<file path="config.mk">
export PLATFORM = sky130hd
export DESIGN_NAME = spcd_top
export DESIGN_NICKNAME = d
export VERILOG_FILES = /design/src/verilog/spcd_pkg.sv /design/src/verilog/spcd_uart_tx.sv /design/src/verilog/spcd_top.sv
export VERILOG_INCLUDE_DIRS = /design/src /design/src/verilog
export SDC_FILE = /design/constraint.sdc
export NUM_CORES = 2
export LEC_CHECK = 0
export CAP_MARGIN = 25
export CORE_ASPECT_RATIO = 2
export CORE_MARGIN = 3
export CORE_UTILIZATION = 55
export DETAILED_ROUTE_END_ITERATION = 10
export DONT_BUFFER_PORTS = 1
export GPL_ROUTABILITY_DRIVEN = 0
export PLACE_DENSITY = 0.7
export SYNTH_ARGS = -nofsm -noshare
export SYNTH_HDL_FRONTEND = slang
export SYNTH_SLANG_ARGS = --single-unit
</file>
<file path="constraint.sdc">
create_clock -name pclk -period 10.6 [get_ports pclk]
set_input_delay 2.12 -clock pclk [delete_from_list [all_inputs] [get_ports pclk]]
set_output_delay 2.12 -clock pclk [all_outputs]
set_load 0.02 [all_outputs]
</file>
<file path="src/verilog/spcd_cfg.svh">
// Constants of the serial parameter command detector: offsets, fields, resets, timing
`ifndef SPCD_CFG_SVH
`define SPCD_CFG_SVH

// Clock and derived timing
`define SPCD_CLK_NS 50
`define SPCD_CLK_HZ (1000000000 / `SPCD_CLK_NS)
`define SPCD_MIN_IDLE_NS 100000
`define SPCD_MIN_IDLE_CYCLES ((`SPCD_MIN_IDLE_NS + `SPCD_CLK_NS - 1) / `SPCD_CLK_NS)
`define SPCD_BEAT_TICK_NS 1000000
`define SPCD_BEAT_TICK_CYCLES (`SPCD_BEAT_TICK_NS / `SPCD_CLK_NS)

// Register byte addresses
`define SPCD_ADDR_CTRL 8'h00
`define SPCD_ADDR_LINE 8'h04
`define SPCD_ADDR_PACK 8'h08
`define SPCD_ADDR_BEAT 8'h0C
`define SPCD_ADDR_MEM 8'h10
`define SPCD_ADDR_MAC_LO 8'h14
`define SPCD_ADDR_MAC_HI 8'h18
`define SPCD_ADDR_STAT 8'h1C

// Control register fields
`define SPCD_CTRL_DET 0
`define SPCD_CTRL_MODE 1
`define SPCD_CTRL_BEAT_SER 3
`define SPCD_CTRL_BEAT_EN 4
`define SPCD_CTRL_REG_EN 5
`define SPCD_CTRL_REG_EACH 6
`define SPCD_CTRL_REG_MAC 7
`define SPCD_CTRL_RST 8'h01

// Line format byte fields
`define SPCD_FMT_LEN 0
`define SPCD_FMT_STOP 2
`define SPCD_FMT_PEN 3
`define SPCD_FMT_PTYPE 4
`define SPCD_FMT_RSVD 6

// Line and framing reset values
`define SPCD_BAUD_RST 24'h01C200
`define SPCD_FMT_RST 8'h03
`define SPCD_PACK_LEN_RST 10'h190
`define SPCD_IDLE_CHARS_RST 4'h4
`define SPCD_CHAR_BITS 8'h0A

// Command frame
`define SPCD_HDR0 8'h55
`define SPCD_HDR1 8'hAA
`define SPCD_HDR2 8'h55
`define SPCD_CMD_LAST 3'h7
`define SPCD_MIN_BAUD 24'h000258
`define SPCD_CONTENT_MAX 6'h28
`define SPCD_MAC_LEN 6'h06

// Memory write port fields
`define SPCD_MEM_IDX 8
`define SPCD_MEM_SEL 16

`endif

</file>
<file path="src/verilog/spcd_pkg.sv">
// Types shared by the serial parameter command detector
package spcd_pkg;

	typedef enum logic [1:0] {
		MODE_STREAM_CLIENT,
		MODE_STREAM_SERVER,
		MODE_DGRAM_CLIENT,
		MODE_DGRAM_SERVER
	} spcd_mode_type;

	typedef enum logic [1:0] {
		P_IDLE,
		P_DRAIN,
		P_BEAT
	} spcd_ser_state_type;

	typedef enum logic [1:0] {
		N_IDLE,
		N_REG,
		N_BEAT
	} spcd_net_state_type;

	typedef struct packed {
		logic [7:0] fmt;
		logic [23:0] baud;
	} spcd_line_type;

	typedef struct packed {
		logic valid;
		logic [7:0] data;
	} spcd_byte_type;

	typedef struct packed {
		logic valid;
		logic [7:0] data;
		logic last;
		logic nodata;
	} spcd_net_type;

endpackage

</file>
<file path="src/verilog/spcd_uart_tx.sv">
// Serial transmitter with on-the-fly line settings, switched only between characters
`timescale 1ns/100ps
`include "spcd_cfg.svh"
module spcd_uart_tx (
	input wire logic pclk,
	input wire logic presetn,
	input spcd_pkg::spcd_line_type line,
	input wire logic in_valid,
	input wire logic [7:0] in_data,
	output logic in_ready,
	output logic txd,
	output logic bit_tick
);
	import spcd_pkg::*;

	spcd_line_type cur;
	logic [24:0] acc;
	logic [25:0] sum;
	logic [11:0] frame;
	logic [11:0] next_frame;
	logic [3:0] left;
	logic [3:0] next_left;
	logic [3:0] nbits;
	logic pen;
	logic x;
	logic par;

	// Fractional rate generator avoids a divider
	always_comb begin
		sum = {1'b0, acc} + {2'h0, cur.baud};
	end

	always_ff @(posedge pclk or negedge presetn) begin
		if (!presetn) begin
			acc <= 25'h0;
			bit_tick <= 1'b0;
		end else if (sum >= 26'(`SPCD_CLK_HZ)) begin
			acc <= 25'(sum - 26'(`SPCD_CLK_HZ));
			bit_tick <= 1'b1;
		end else begin
			acc <= sum[24:0];
			bit_tick <= 1'b0;
		end
	end

	always_comb begin
		nbits = 4'h5 + {2'h0, line.fmt[`SPCD_FMT_LEN +: 2]};
		pen = line.fmt[`SPCD_FMT_PEN];
		x = 1'b0;
		for (int i = 0; i < 8; i++) begin
			if (i < int'(nbits)) begin
				x = x ^ in_data[i];
			end
		end
		unique case (line.fmt[`SPCD_FMT_PTYPE +: 2])
			2'h0: par = ~x;
			2'h1: par = x;
			2'h2: par = 1'b1;
			2'h3: par = 1'b0;
		endcase
		next_frame = 12'hFFF;
		next_frame[0] = 1'b0;
		for (int i = 0; i < 8; i++) begin
			if (i < int'(nbits)) begin
				next_frame[i + 1] = in_data[i];
			end
		end
		if (pen) begin
			next_frame[nbits + 4'h1] = par;
		end
		// Start, data, parity, stop bits plus one closing tick
		next_left = 4'h3 + nbits + {3'h0, pen} + {3'h0, line.fmt[`SPCD_FMT_STOP]};
	end

	always_ff @(posedge pclk or negedge presetn) begin
		if (!presetn) begin
			cur <= {`SPCD_FMT_RST, `SPCD_BAUD_RST};
			frame <= 12'hFFF;
			left <= 4'h0;
			txd <= 1'b1;
			in_ready <= 1'b1;
		end else if (left == 4'h0) begin
			txd <= 1'b1;
			cur <= line;
			if (in_valid && in_ready) begin
				frame <= next_frame;
				left <= next_left;
				in_ready <= 1'b0;
			end else begin
				in_ready <= 1'b1;
			end
		end else if (bit_tick) begin
			txd <= frame[0];
			frame <= {1'b1, frame[11:1]};
			left <= left - 4'h1;
		end
	end

endmodule

</file>
<file path="src/verilog/spcd_top.sv">
// Serial parameter command detector with serial framing, heartbeat and registration
//
// Summary of operation
// - Close network frame at 400 serial bytes
// - Command is exactly eight bytes long
// - Header is the fixed sequence 55 AA 55
// - Baud is 24 bits, MSB first, min 600
// - Checksum is low byte of four-byte sum
// - Decode format byte: length, stop, parity
// - Valid command applies settings, is swallowed
// - Invalid candidate forwarded unchanged as payload
// - Settings apply at once, never stored
// - Detection works in every network mode
// - Detection on after reset, switchable off
// - Heartbeat goes to network or serial, not both
// - Network heartbeat only in client modes
// - Heartbeat content up to 40 bytes
// - Registration once on connect or per packet
// - Registration is MAC or custom 40 bytes
// - Close packet on idle gap, minimum 0.1 ms
`timescale 1ns/100ps
`include "spcd_cfg.svh"
module spcd_top #(
	parameter int TICK_CYCLES = `SPCD_BEAT_TICK_CYCLES
) (
	input wire logic pclk,
	input wire logic presetn,
	input wire logic psel,
	input wire logic penable,
	input wire logic pwrite,
	input wire logic [7:0] paddr,
	input wire logic [31:0] pwdata,
	output logic [31:0] prdata,
	output logic pready,
	output logic pslverr,
	input spcd_pkg::spcd_byte_type net_rx,
	output logic net_rx_ready,
	input spcd_pkg::spcd_byte_type ser_rx,
	output spcd_pkg::spcd_net_type net_tx,
	input wire logic net_tx_ready,
	input wire logic link_up,
	output logic uart_txd
);
	import spcd_pkg::*;

	logic [7:0] ctrl;
	spcd_line_type line;
	spcd_line_type new_line;
	logic cmd_apply;
	logic [9:0] pack_len;
	logic [3:0] idle_chars;
	logic [5:0] beat_len;
	logic [5:0] reg_len;
	logic [15:0] beat_period;
	logic [47:0] mac;
	logic [7:0] good_cnt;
	logic [7:0] bad_cnt;
	logic [7:0] drop_cnt;
	logic [7:0] beat_mem [0:39];
	logic [7:0] reg_mem [0:39];
	logic [7:0] hold [0:7];

	logic det_en;
	logic beat_ser;
	logic beat_en;
	logic reg_en;
	logic reg_each;
	logic reg_mac;
	logic is_client;
	spcd_mode_type mode;

	assign det_en = ctrl[`SPCD_CTRL_DET];
	assign mode = spcd_mode_type'(ctrl[`SPCD_CTRL_MODE +: 2]);
	assign beat_ser = ctrl[`SPCD_CTRL_BEAT_SER];
	assign beat_en = ctrl[`SPCD_CTRL_BEAT_EN];
	assign reg_en = ctrl[`SPCD_CTRL_REG_EN];
	assign reg_each = ctrl[`SPCD_CTRL_REG_EACH];
	assign reg_mac = ctrl[`SPCD_CTRL_REG_MAC];
	assign is_client = (mode == MODE_STREAM_CLIENT) || (mode == MODE_DGRAM_CLIENT);

	function automatic logic [5:0] clamp_len(input logic [5:0] v);
		return (v > `SPCD_CONTENT_MAX) ? `SPCD_CONTENT_MAX : v;
	endfunction

	// APB slave, zero wait states
	logic setup;
	logic wr;
	logic hit;
	logic [31:0] rd_mux;
	assign setup = psel & ~penable;
	assign wr = psel & penable & pready & pwrite;

	always_comb begin
		hit = 1'b1;
		rd_mux = 32'h0;
		unique case (paddr)
			`SPCD_ADDR_CTRL: rd_mux = {24'h0, ctrl};
			`SPCD_ADDR_LINE: rd_mux = line;
			`SPCD_ADDR_PACK: rd_mux = {12'h0, idle_chars, 6'h0, pack_len};
			`SPCD_ADDR_BEAT: rd_mux = {beat_period, 2'h0, reg_len, 2'h0, beat_len};
			`SPCD_ADDR_MEM: rd_mux = 32'h0;
			`SPCD_ADDR_MAC_LO: rd_mux = mac[31:0];
			`SPCD_ADDR_MAC_HI: rd_mux = {16'h0, mac[47:32]};
			`SPCD_ADDR_STAT: rd_mux = {drop_cnt, 8'h0, bad_cnt, good_cnt};
			default: hit = 1'b0;
		endcase
	end

	always_ff @(posedge pclk or negedge presetn) begin
		if (!presetn) begin
			pready <= 1'b0;
			prdata <= 32'h0;
			pslverr <= 1'b0;
		end else begin
			pready <= setup;
			prdata <= (setup && !pwrite && hit) ? rd_mux : 32'h0;
			pslverr <= setup & ~hit;
		end
	end

	// Configuration registers
	always_ff @(posedge pclk or negedge presetn) begin
		if (!presetn) begin
			ctrl <= `SPCD_CTRL_RST;
			pack_len <= `SPCD_PACK_LEN_RST;
			idle_chars <= `SPCD_IDLE_CHARS_RST;
			beat_len <= 6'h0;
			reg_len <= 6'h0;
			beat_period <= 16'h0;
			mac <= 48'h0;
		end else if (wr) begin
			if (paddr == `SPCD_ADDR_CTRL) ctrl <= pwdata[7:0];
			if (paddr == `SPCD_ADDR_PACK) begin
				pack_len <= pwdata[9:0];
				idle_chars <= pwdata[19:16];
			end
			if (paddr == `SPCD_ADDR_BEAT) begin
				beat_len <= clamp_len(pwdata[5:0]);
				reg_len <= clamp_len(pwdata[13:8]);
				beat_period <= pwdata[31:16];
			end
			if (paddr == `SPCD_ADDR_MAC_LO) mac[31:0] <= pwdata;
			if (paddr == `SPCD_ADDR_MAC_HI) mac[47:32] <= pwdata[15:0];
		end
	end

	// Content memories are data, left without reset
	always_ff @(posedge pclk) begin
		if (wr && paddr == `SPCD_ADDR_MEM && pwdata[`SPCD_MEM_IDX +: 6] < `SPCD_CONTENT_MAX) begin
			if (pwdata[`SPCD_MEM_SEL]) begin
				reg_mem[pwdata[`SPCD_MEM_IDX +: 6]] <= pwdata[7:0];
			end else begin
				beat_mem[pwdata[`SPCD_MEM_IDX +: 6]] <= pwdata[7:0];
			end
		end
	end

	// Live line settings, volatile; a command beats a bus write
	always_ff @(posedge pclk or negedge presetn) begin
		if (!presetn) begin
			line <= {`SPCD_FMT_RST, `SPCD_BAUD_RST};
		end else if (cmd_apply) begin
			line <= new_line;
		end else if (wr && paddr == `SPCD_ADDR_LINE) begin
			line <= pwdata;
		end
	end

	// Heartbeat timer
	logic [15:0] tick_cnt;
	logic [15:0] beat_ms;
	logic beat_fire;
	always_ff @(posedge pclk or negedge presetn) begin
		if (!presetn) begin
			tick_cnt <= 16'h0;
			beat_ms <= 16'h0;
			beat_fire <= 1'b0;
		end else begin
			beat_fire <= 1'b0;
			tick_cnt <= (tick_cnt == 16'(TICK_CYCLES - 1)) ? 16'h0 : tick_cnt + 16'h1;
			if (!beat_en || beat_period == 16'h0) begin
				beat_ms <= 16'h0;
			end else if (tick_cnt == 16'(TICK_CYCLES - 1)) begin
				if (beat_ms >= beat_period - 16'h1) begin
					beat_ms <= 16'h0;
					beat_fire <= 1'b1;
				end else begin
					beat_ms <= beat_ms + 16'h1;
				end
			end
		end
	end

	// Network to serial path with command detection
	spcd_ser_state_type pstate;
	logic [2:0] cnt;
	logic [3:0] dlen;
	logic [5:0] ptr;
	logic send_valid;
	logic [7:0] send_data;
	logic uart_ready;
	logic bit_tick;
	logic beat_ser_pend;
	logic accept;
	logic beat_go;
	logic hdr_ok;
	logic [7:0] b;
	logic [7:0] sum8;
	logic cmd_ok;

	assign accept = net_rx.valid & net_rx_ready;
	assign b = net_rx.data;
	assign beat_go = beat_ser_pend && pstate == P_IDLE && cnt == 3'h0 && !net_rx_ready && !send_valid;

	always_comb begin
		unique case (cnt)
			3'h0: hdr_ok = (b == `SPCD_HDR0);
			3'h1: hdr_ok = (b == `SPCD_HDR1);
			3'h2: hdr_ok = (b == `SPCD_HDR2);
			default: hdr_ok = 1'b1;
		endcase
		sum8 = hold[3] + hold[4] + hold[5] + hold[6];
		cmd_ok = (b == sum8) && (hold[6][`SPCD_FMT_RSVD +: 2] == 2'h0)
			&& ({hold[3], hold[4], hold[5]} >= `SPCD_MIN_BAUD);
	end

	always_ff @(posedge pclk or negedge presetn) begin
		if (!presetn) begin
			pstate <= P_IDLE;
			cnt <= 3'h0;
			dlen <= 4'h0;
			ptr <= 6'h0;
			send_valid <= 1'b0;
			send_data <= 8'h00;
			net_rx_ready <= 1'b0;
			cmd_apply <= 1'b0;
			new_line <= {`SPCD_FMT_RST, `SPCD_BAUD_RST};
			good_cnt <= 8'h00;
			bad_cnt <= 8'h00;
			beat_ser_pend <= 1'b0;
			for (int i = 0; i < 8; i++) hold[i] <= 8'h00;
		end else begin
			cmd_apply <= 1'b0;
			if (send_valid && uart_ready) send_valid <= 1'b0;
			// Set wins over the clear
			beat_ser_pend <= (beat_ser_pend & ~beat_go) | (beat_fire & beat_ser);
			net_rx_ready <= (pstate == P_IDLE) && !send_valid && !accept && !beat_go
				&& !(beat_ser_pend && cnt == 3'h0) && !(!det_en && cnt != 3'h0);
			unique case (pstate)
				P_IDLE: begin
					if (accept) begin
						if (!det_en || (cnt == 3'h0 && !hdr_ok)) begin
							send_valid <= 1'b1;
							send_data <= b;
						end else if (!hdr_ok) begin
							hold[cnt] <= b;
							dlen <= {1'b0, cnt} + 4'h1;
							ptr <= 6'h0;
							cnt <= 3'h0;
							pstate <= P_DRAIN;
							bad_cnt <= bad_cnt + 8'h01;
						end else if (cnt == `SPCD_CMD_LAST) begin
							cnt <= 3'h0;
							if (cmd_ok) begin
								new_line <= {hold[6], hold[3], hold[4], hold[5]};
								cmd_apply <= 1'b1;
								good_cnt <= good_cnt + 8'h01;
							end else begin
								hold[7] <= b;
								dlen <= 4'h8;
								ptr <= 6'h0;
								pstate <= P_DRAIN;
								bad_cnt <= bad_cnt + 8'h01;
							end
						end else begin
							hold[cnt] <= b;
							cnt <= cnt + 3'h1;
						end
					end else if (!det_en && cnt != 3'h0) begin
						dlen <= {1'b0, cnt};
						ptr <= 6'h0;
						cnt <= 3'h0;
						pstate <= P_DRAIN;
					end else if (beat_go) begin
						ptr <= 6'h0;
						pstate <= P_BEAT;
					end
				end
				P_DRAIN: begin
					if (!send_valid) begin
						send_valid <= 1'b1;
						send_data <= hold[ptr[2:0]];
						ptr <= ptr + 6'h1;
						if ({2'h0, dlen} == ptr + 6'h1) pstate <= P_IDLE;
					end
				end
				P_BEAT: begin
					if (beat_len == 6'h0) begin
						pstate <= P_IDLE;
					end else if (!send_valid) begin
						send_valid <= 1'b1;
						send_data <= beat_mem[ptr];
						ptr <= ptr + 6'h1;
						if (beat_len == ptr + 6'h1) pstate <= P_IDLE;
					end
				end
				default: pstate <= P_IDLE;
			endcase
		end
	end

	spcd_uart_tx u_tx (
		.pclk(pclk),
		.presetn(presetn),
		.line(line),
		.in_valid(send_valid),
		.in_data(send_data),
		.in_ready(uart_ready),
		.txd(uart_txd),
		.bit_tick(bit_tick)
	);

	// Serial to network framing
	spcd_net_state_type nstate;
	logic [5:0] eidx;
	logic elast;
	logic pkt_open;
	logic [9:0] pkt_cnt;
	logic sbuf_valid;
	logic [7:0] sbuf_data;
	logic [7:0] gap_bits;
	logic [11:0] gap_cyc;
	logic link_q;
	logic reg_conn_pend;
	logic beat_net_pend;
	logic out_free;
	logic reg_go;
	logic nbeat_go;
	logic prefix_go;
	logic take;
	logic idle_expire;
	logic [5:0] reg_eff;
	logic [7:0] reg_byte;

	always_comb begin
		out_free = !net_tx.valid || net_tx_ready;
		idle_expire = pkt_open && !sbuf_valid && (gap_cyc >= 12'(`SPCD_MIN_IDLE_CYCLES))
			&& (gap_bits >= 8'({4'h0, idle_chars} * `SPCD_CHAR_BITS));
		reg_go = out_free && nstate == N_IDLE && reg_conn_pend && !pkt_open;
		nbeat_go = out_free && nstate == N_IDLE && !reg_go && beat_net_pend && !pkt_open;
		prefix_go = out_free && nstate == N_IDLE && !reg_go && !nbeat_go && sbuf_valid
			&& !pkt_open && reg_en && reg_each;
		take = out_free && nstate == N_IDLE && !reg_go && !nbeat_go && !prefix_go && sbuf_valid;
		reg_eff = reg_mac ? `SPCD_MAC_LEN : reg_len;
		reg_byte = reg_mac ? mac[8 * (5 - int'(eidx)) +: 8] : reg_mem[eidx];
	end

	always_ff @(posedge pclk or negedge presetn) begin
		if (!presetn) begin
			gap_bits <= 8'h00;
			gap_cyc <= 12'h000;
		end else if (ser_rx.valid) begin
			gap_bits <= 8'h00;
			gap_cyc <= 12'h000;
		end else begin
			if (bit_tick && gap_bits != 8'hFF) gap_bits <= gap_bits + 8'h01;
			if (gap_cyc != 12'hFFF) gap_cyc <= gap_cyc + 12'h001;
		end
	end

	always_ff @(posedge pclk or negedge presetn) begin
		if (!presetn) begin
			nstate <= N_IDLE;
			eidx <= 6'h0;
			elast <= 1'b0;
			pkt_open <= 1'b0;
			pkt_cnt <= 10'h000;
			sbuf_valid <= 1'b0;
			sbuf_data <= 8'h00;
			drop_cnt <= 8'h00;
			link_q <= 1'b0;
			reg_conn_pend <= 1'b0;
			beat_net_pend <= 1'b0;
			net_tx <= '0;
		end else begin
			link_q <= link_up;
			reg_conn_pend <= (reg_conn_pend & ~reg_go) | (link_up & ~link_q & reg_en & ~reg_each);
			beat_net_pend <= (beat_net_pend & ~nbeat_go) | (beat_fire & ~beat_ser & is_client);
			// One byte of slack only; serial cannot be stalled
			if (ser_rx.valid) begin
				sbuf_data <= ser_rx.data;
				sbuf_valid <= 1'b1;
				if (sbuf_valid && !take) drop_cnt <= drop_cnt + 8'h01;
			end else if (take) begin
				sbuf_valid <= 1'b0;
			end
			if (net_tx.valid && net_tx_ready) net_tx.valid <= 1'b0;
			if (out_free) begin
				unique case (nstate)
					N_IDLE: begin
						if (reg_go || prefix_go) begin
							nstate <= N_REG;
							eidx <= 6'h0;
							elast <= reg_go;
							if (prefix_go) pkt_open <= 1'b1;
						end else if (nbeat_go) begin
							nstate <= N_BEAT;
							eidx <= 6'h0;
							elast <= 1'b1;
						end else if (take) begin
							net_tx <= {1'b1, sbuf_data, (pkt_cnt + 10'h001 == pack_len), 1'b0};
							if (pkt_cnt + 10'h001 == pack_len) begin
								pkt_open <= 1'b0;
								pkt_cnt <= 10'h000;
							end else begin
								pkt_open <= 1'b1;
								pkt_cnt <= pkt_cnt + 10'h001;
							end
						end else if (idle_expire) begin
							net_tx <= {1'b1, 8'h00, 1'b1, 1'b1};
							pkt_open <= 1'b0;
							pkt_cnt <= 10'h000;
						end
					end
					N_REG: begin
						if (reg_eff == 6'h0) begin
							nstate <= N_IDLE;
						end else begin
							net_tx <= {1'b1, reg_byte, elast && (eidx + 6'h1 == reg_eff), 1'b0};
							eidx <= eidx + 6'h1;
							if (eidx + 6'h1 == reg_eff) nstate <= N_IDLE;
						end
					end
					N_BEAT: begin
						if (beat_len == 6'h0) begin
							nstate <= N_IDLE;
						end else begin
							net_tx <= {1'b1, beat_mem[eidx], (eidx + 6'h1 == beat_len), 1'b0};
							eidx <= eidx + 6'h1;
							if (eidx + 6'h1 == beat_len) nstate <= N_IDLE;
						end
					end
					default: nstate <= N_IDLE;
				endcase
			end
		end
	end

endmodule

</file>
==> reports/qor.csv <==
stage,metric,value,unit
run_status,outcome,finished with violations,
run_status,violations,max-slew violations,
placed_design,dp_hpwl,102,mm
cells_and_area,nNetsFinal,3890,
sta,finalCriticalPeriod,5.14,ns
logic_synthesis,synth_area,53200,µm²
global_routing,antenna_found_initial,8,
logic_synthesis,ys_ff_latch,1115,
floorplanning,rows,160,
detailed_routing,drtIter0Drc,2942,
sta,layout_worst_path_cycle_share,48.4,%
floorplanning,dieArea,101000,µm²
logic_synthesis,synth-edff-count,640,
setup_path,required,10.93,ns
global_routing,grt_usage,29.8,%
clocking,clockRootBuffer,clkbuf_16,
setup_path,critPathArrivalTime,5.46,ns
logic_synthesis,ys_types,92,
detailed_routing,via_per_inst,6.51,
min_path,hold_depth,2,
detailed_routing,drt-pass1-iter-count,9,
clocking,cts_resized,0,
detailed_routing,wl_per_cell,29.3,µm
floorplanning,io_pins,112,
setup_path,worst_setup_path_end_kind,register,
setup_path,setup.worst_path.class,primary input to register,
detailed_routing,drc,0,
placed_design,portBuffers,0,
global_routing,overflow,0,
sta,fin_setup_tns,0,ns
logic_synthesis,synth_most_common_cell,edfxtp_1,
detailed_routing,drtAntennaViolNets,0,
min_path,worst_hold_path_type,register to register,
cells_and_area,syn_to_final_growth,8.18,%
global_routing,grt_max_degree,476,
clocking,ctsHoldBuffers,0,
sta,whs,0.456,ns
setup_path,cp-start-kind,primary input,
sta,slew_headroom,-56.5,%
global_routing,grt_util_met1,29.2,%
power_and_ir_drop,irDropWorstVdd,0.185,mV
logic_synthesis,synth_area_leader_cell,edfxtp_1,
logic_synthesis,synthDominantCellAreaShare,36.1,%
global_routing,use_met2,53.2,%
clocking,htree_levels,3,
setup_path,reg2regPathDepth,15,
clocking,cts_buffer_depth,3,
clocking,clkTransAtPathRegs,0.06,ns
sta,finClkSkew,0.0282,ns
logic_synthesis,yosys-top-cells-count,"edfxtp_1, nand2_1, dfrtp_1",
detailed_routing,wl,147,mm
sta,setup_viol,0,
clocking,clock_sinks,1115,
clocking,cts_tree,yes,
floorplanning,die_y,446,µm
clocking,insertion_delay,0.72,ns
logic_synthesis,syn_area_per_cell,14.1,µm²
logic_synthesis,synthArstFlopShare,42.6,%
cells_and_area,drive_gt1_share,20.3,%
floorplanning,fp.dieW,226,µm
sta,rsz0062_at_grt,false,
logic_synthesis,syn-instance-count,3781,
clocking,cts_buffers,95,
global_routing,use_met3,5.33,%
global_routing,grt_pass1_wl,219,mm
logic_synthesis,syn-num-nets,3963,
floorplanning,core_area,95500,µm²
power_and_ir_drop,power_density,197,nW/µm²
logic_synthesis,yosys_warnings,0,
logic_synthesis,synthTopCellsByArea,"edfxtp_1, dfrtp_1, mux4_2, mux2_2, nand2_1",
cells_and_area,fillCellCount,7240,
setup_path,crit_path_max_fanout,8,
global_routing,top_usage_layer,met2,
logic_synthesis,ys_seq_area_share,58.6,%
sta,worstMarginPinSlew,2.35,ns
global_routing,first_global_vias,34300,
sta,timing.final.max_slew_violations,313,
power_and_ir_drop,leakage,0.0214,µW
logic_synthesis,synth_flop_cell,edfxtp_1,
floorplanning,start_util,55.7,%
detailed_routing,vias,32600,
sta,finalHoldViolations,0,
sta,fmax,195,MHz
clocking,cts_setup_buffers,0,
run,drv_cap,0,
## cell type report
| class | instances | area [µm²] | share of cell area [%] |
|---|---|---|---|
| antenna | 6 | 15.0 | 0.0261 |
| multi-input combinational | 2363 | 20800 | 36.2 |
| sequential | 1115 | 31200 | 54.2 |
| inverter | 92 | 345 | 0.600 |
| clock buffer | 131 | 2610 | 4.54 |
| tap | 1215 | 1520 | 2.64 |
| clock inverter | 47 | 632 | 1.10 |
| timing repair buffer | 41 | 399 | 0.694 |
## metal layers
metal	wire (µm)	vias up
met5	10	-
met4	15700	2
met3	8770	532
met2	77700	1318
met1	44800	16600
li1	-	14200
## power by group
| part | leakage (µW) | switching, µW | internal (µW) |
|---|---|---|---|
| Sequential | 0.0121 | 255 | 4740 |
| Combinational | 0.00773 | 1440 | 1240 |
| Clock | 0.00157 | 1630 | 2040 |
## critical path, stage by stage
cell and delay [ns]:
or4_1 0.54, nor3_1 0.47, nand4_1 0.42, nor2_1 0.70
nand3_1 0.45, nor2_1 0.74
## cell usage in the layout, fill, tap and decap left out, types with 91 or more instances in the layout
master | synthesis | routed
ha_1 | 100 | 100
o21ai_0 | 153 | 153
mux4_2 | 312 | 312
nand2_1 | 456 | 456
mux2_2 | 196 | 196
dfrtp_1 | 440 | 432
clkbuf_16 | 0 | 95
xnor2_1 | 91 | 91
edfxtp_1 | 640 | 640
nor2_1 | 244 | 244
inv_1 | 92 | 92
## logic make-up (layout without fill, tap and decap cells)
group                    Yosys count  after routing  synth area share (%)
AND/OR/NAND/NOR                  981            981                  8.21
other                              0              6                     0
multiplexers                     583            583                  18.8
buffers and inverters            303            311                  2.29
flip-flops                      1115           1115                  58.6
XOR/XNOR                         166            166                  2.73
AO/OA/AOI/OAI                    516            516                  6.43
adder cells (fa/ha/maj)          117            117                  2.99
## metrics by stage
| stage | utilization (%) | cell area [µm²] | total power (µW) | instances | setup slack (ns) |
|---|---|---|---|---|---|
| after detailed placement | 56.8 | 54200 | 7750 | 4823 | 4.70 |
| final | 60.3 | 57500 | 11300 | 5010 | 5.46 |
| after global placement | 56.7 | 54100 | 7710 | 4815 | 4.80 |
| after floorplan | - | 53200 | 6980 | 3781 | 6.20 |
| after global routing | 60.2 | 57500 | 11700 | 5007 | 5.25 |
| after CTS | 60.2 | 57500 | 11400 | 5001 | 5.48 |
## final timing paths
path | start | endpoint | slack, ns
worst max-delay path | paddr[0] | beat_mem[25][3] | 5.46
worst min-delay path | new_line[24] | new_line[24] | 0.46
max in group asynchronous | presetn | ptr[1] | 7.37
min in group asynchronous | presetn | beat_ms[9] | 1.12
worst max register to register | hold[25] | hold[2] | 5.94
worst min register to register | new_line[24] | new_line[24] | 0.46
## state kept, by name, summed over array words and instances, names as in the netlist, 24 cells and up
register and flops:
reg_mem 320, beat_mem 320, u_tx.cur 24, u_tx.acc 25, new_line 32, hold 64
prdata 32, line 32, mac 48
Note: power is estimated with default switching activity, not from simulation.
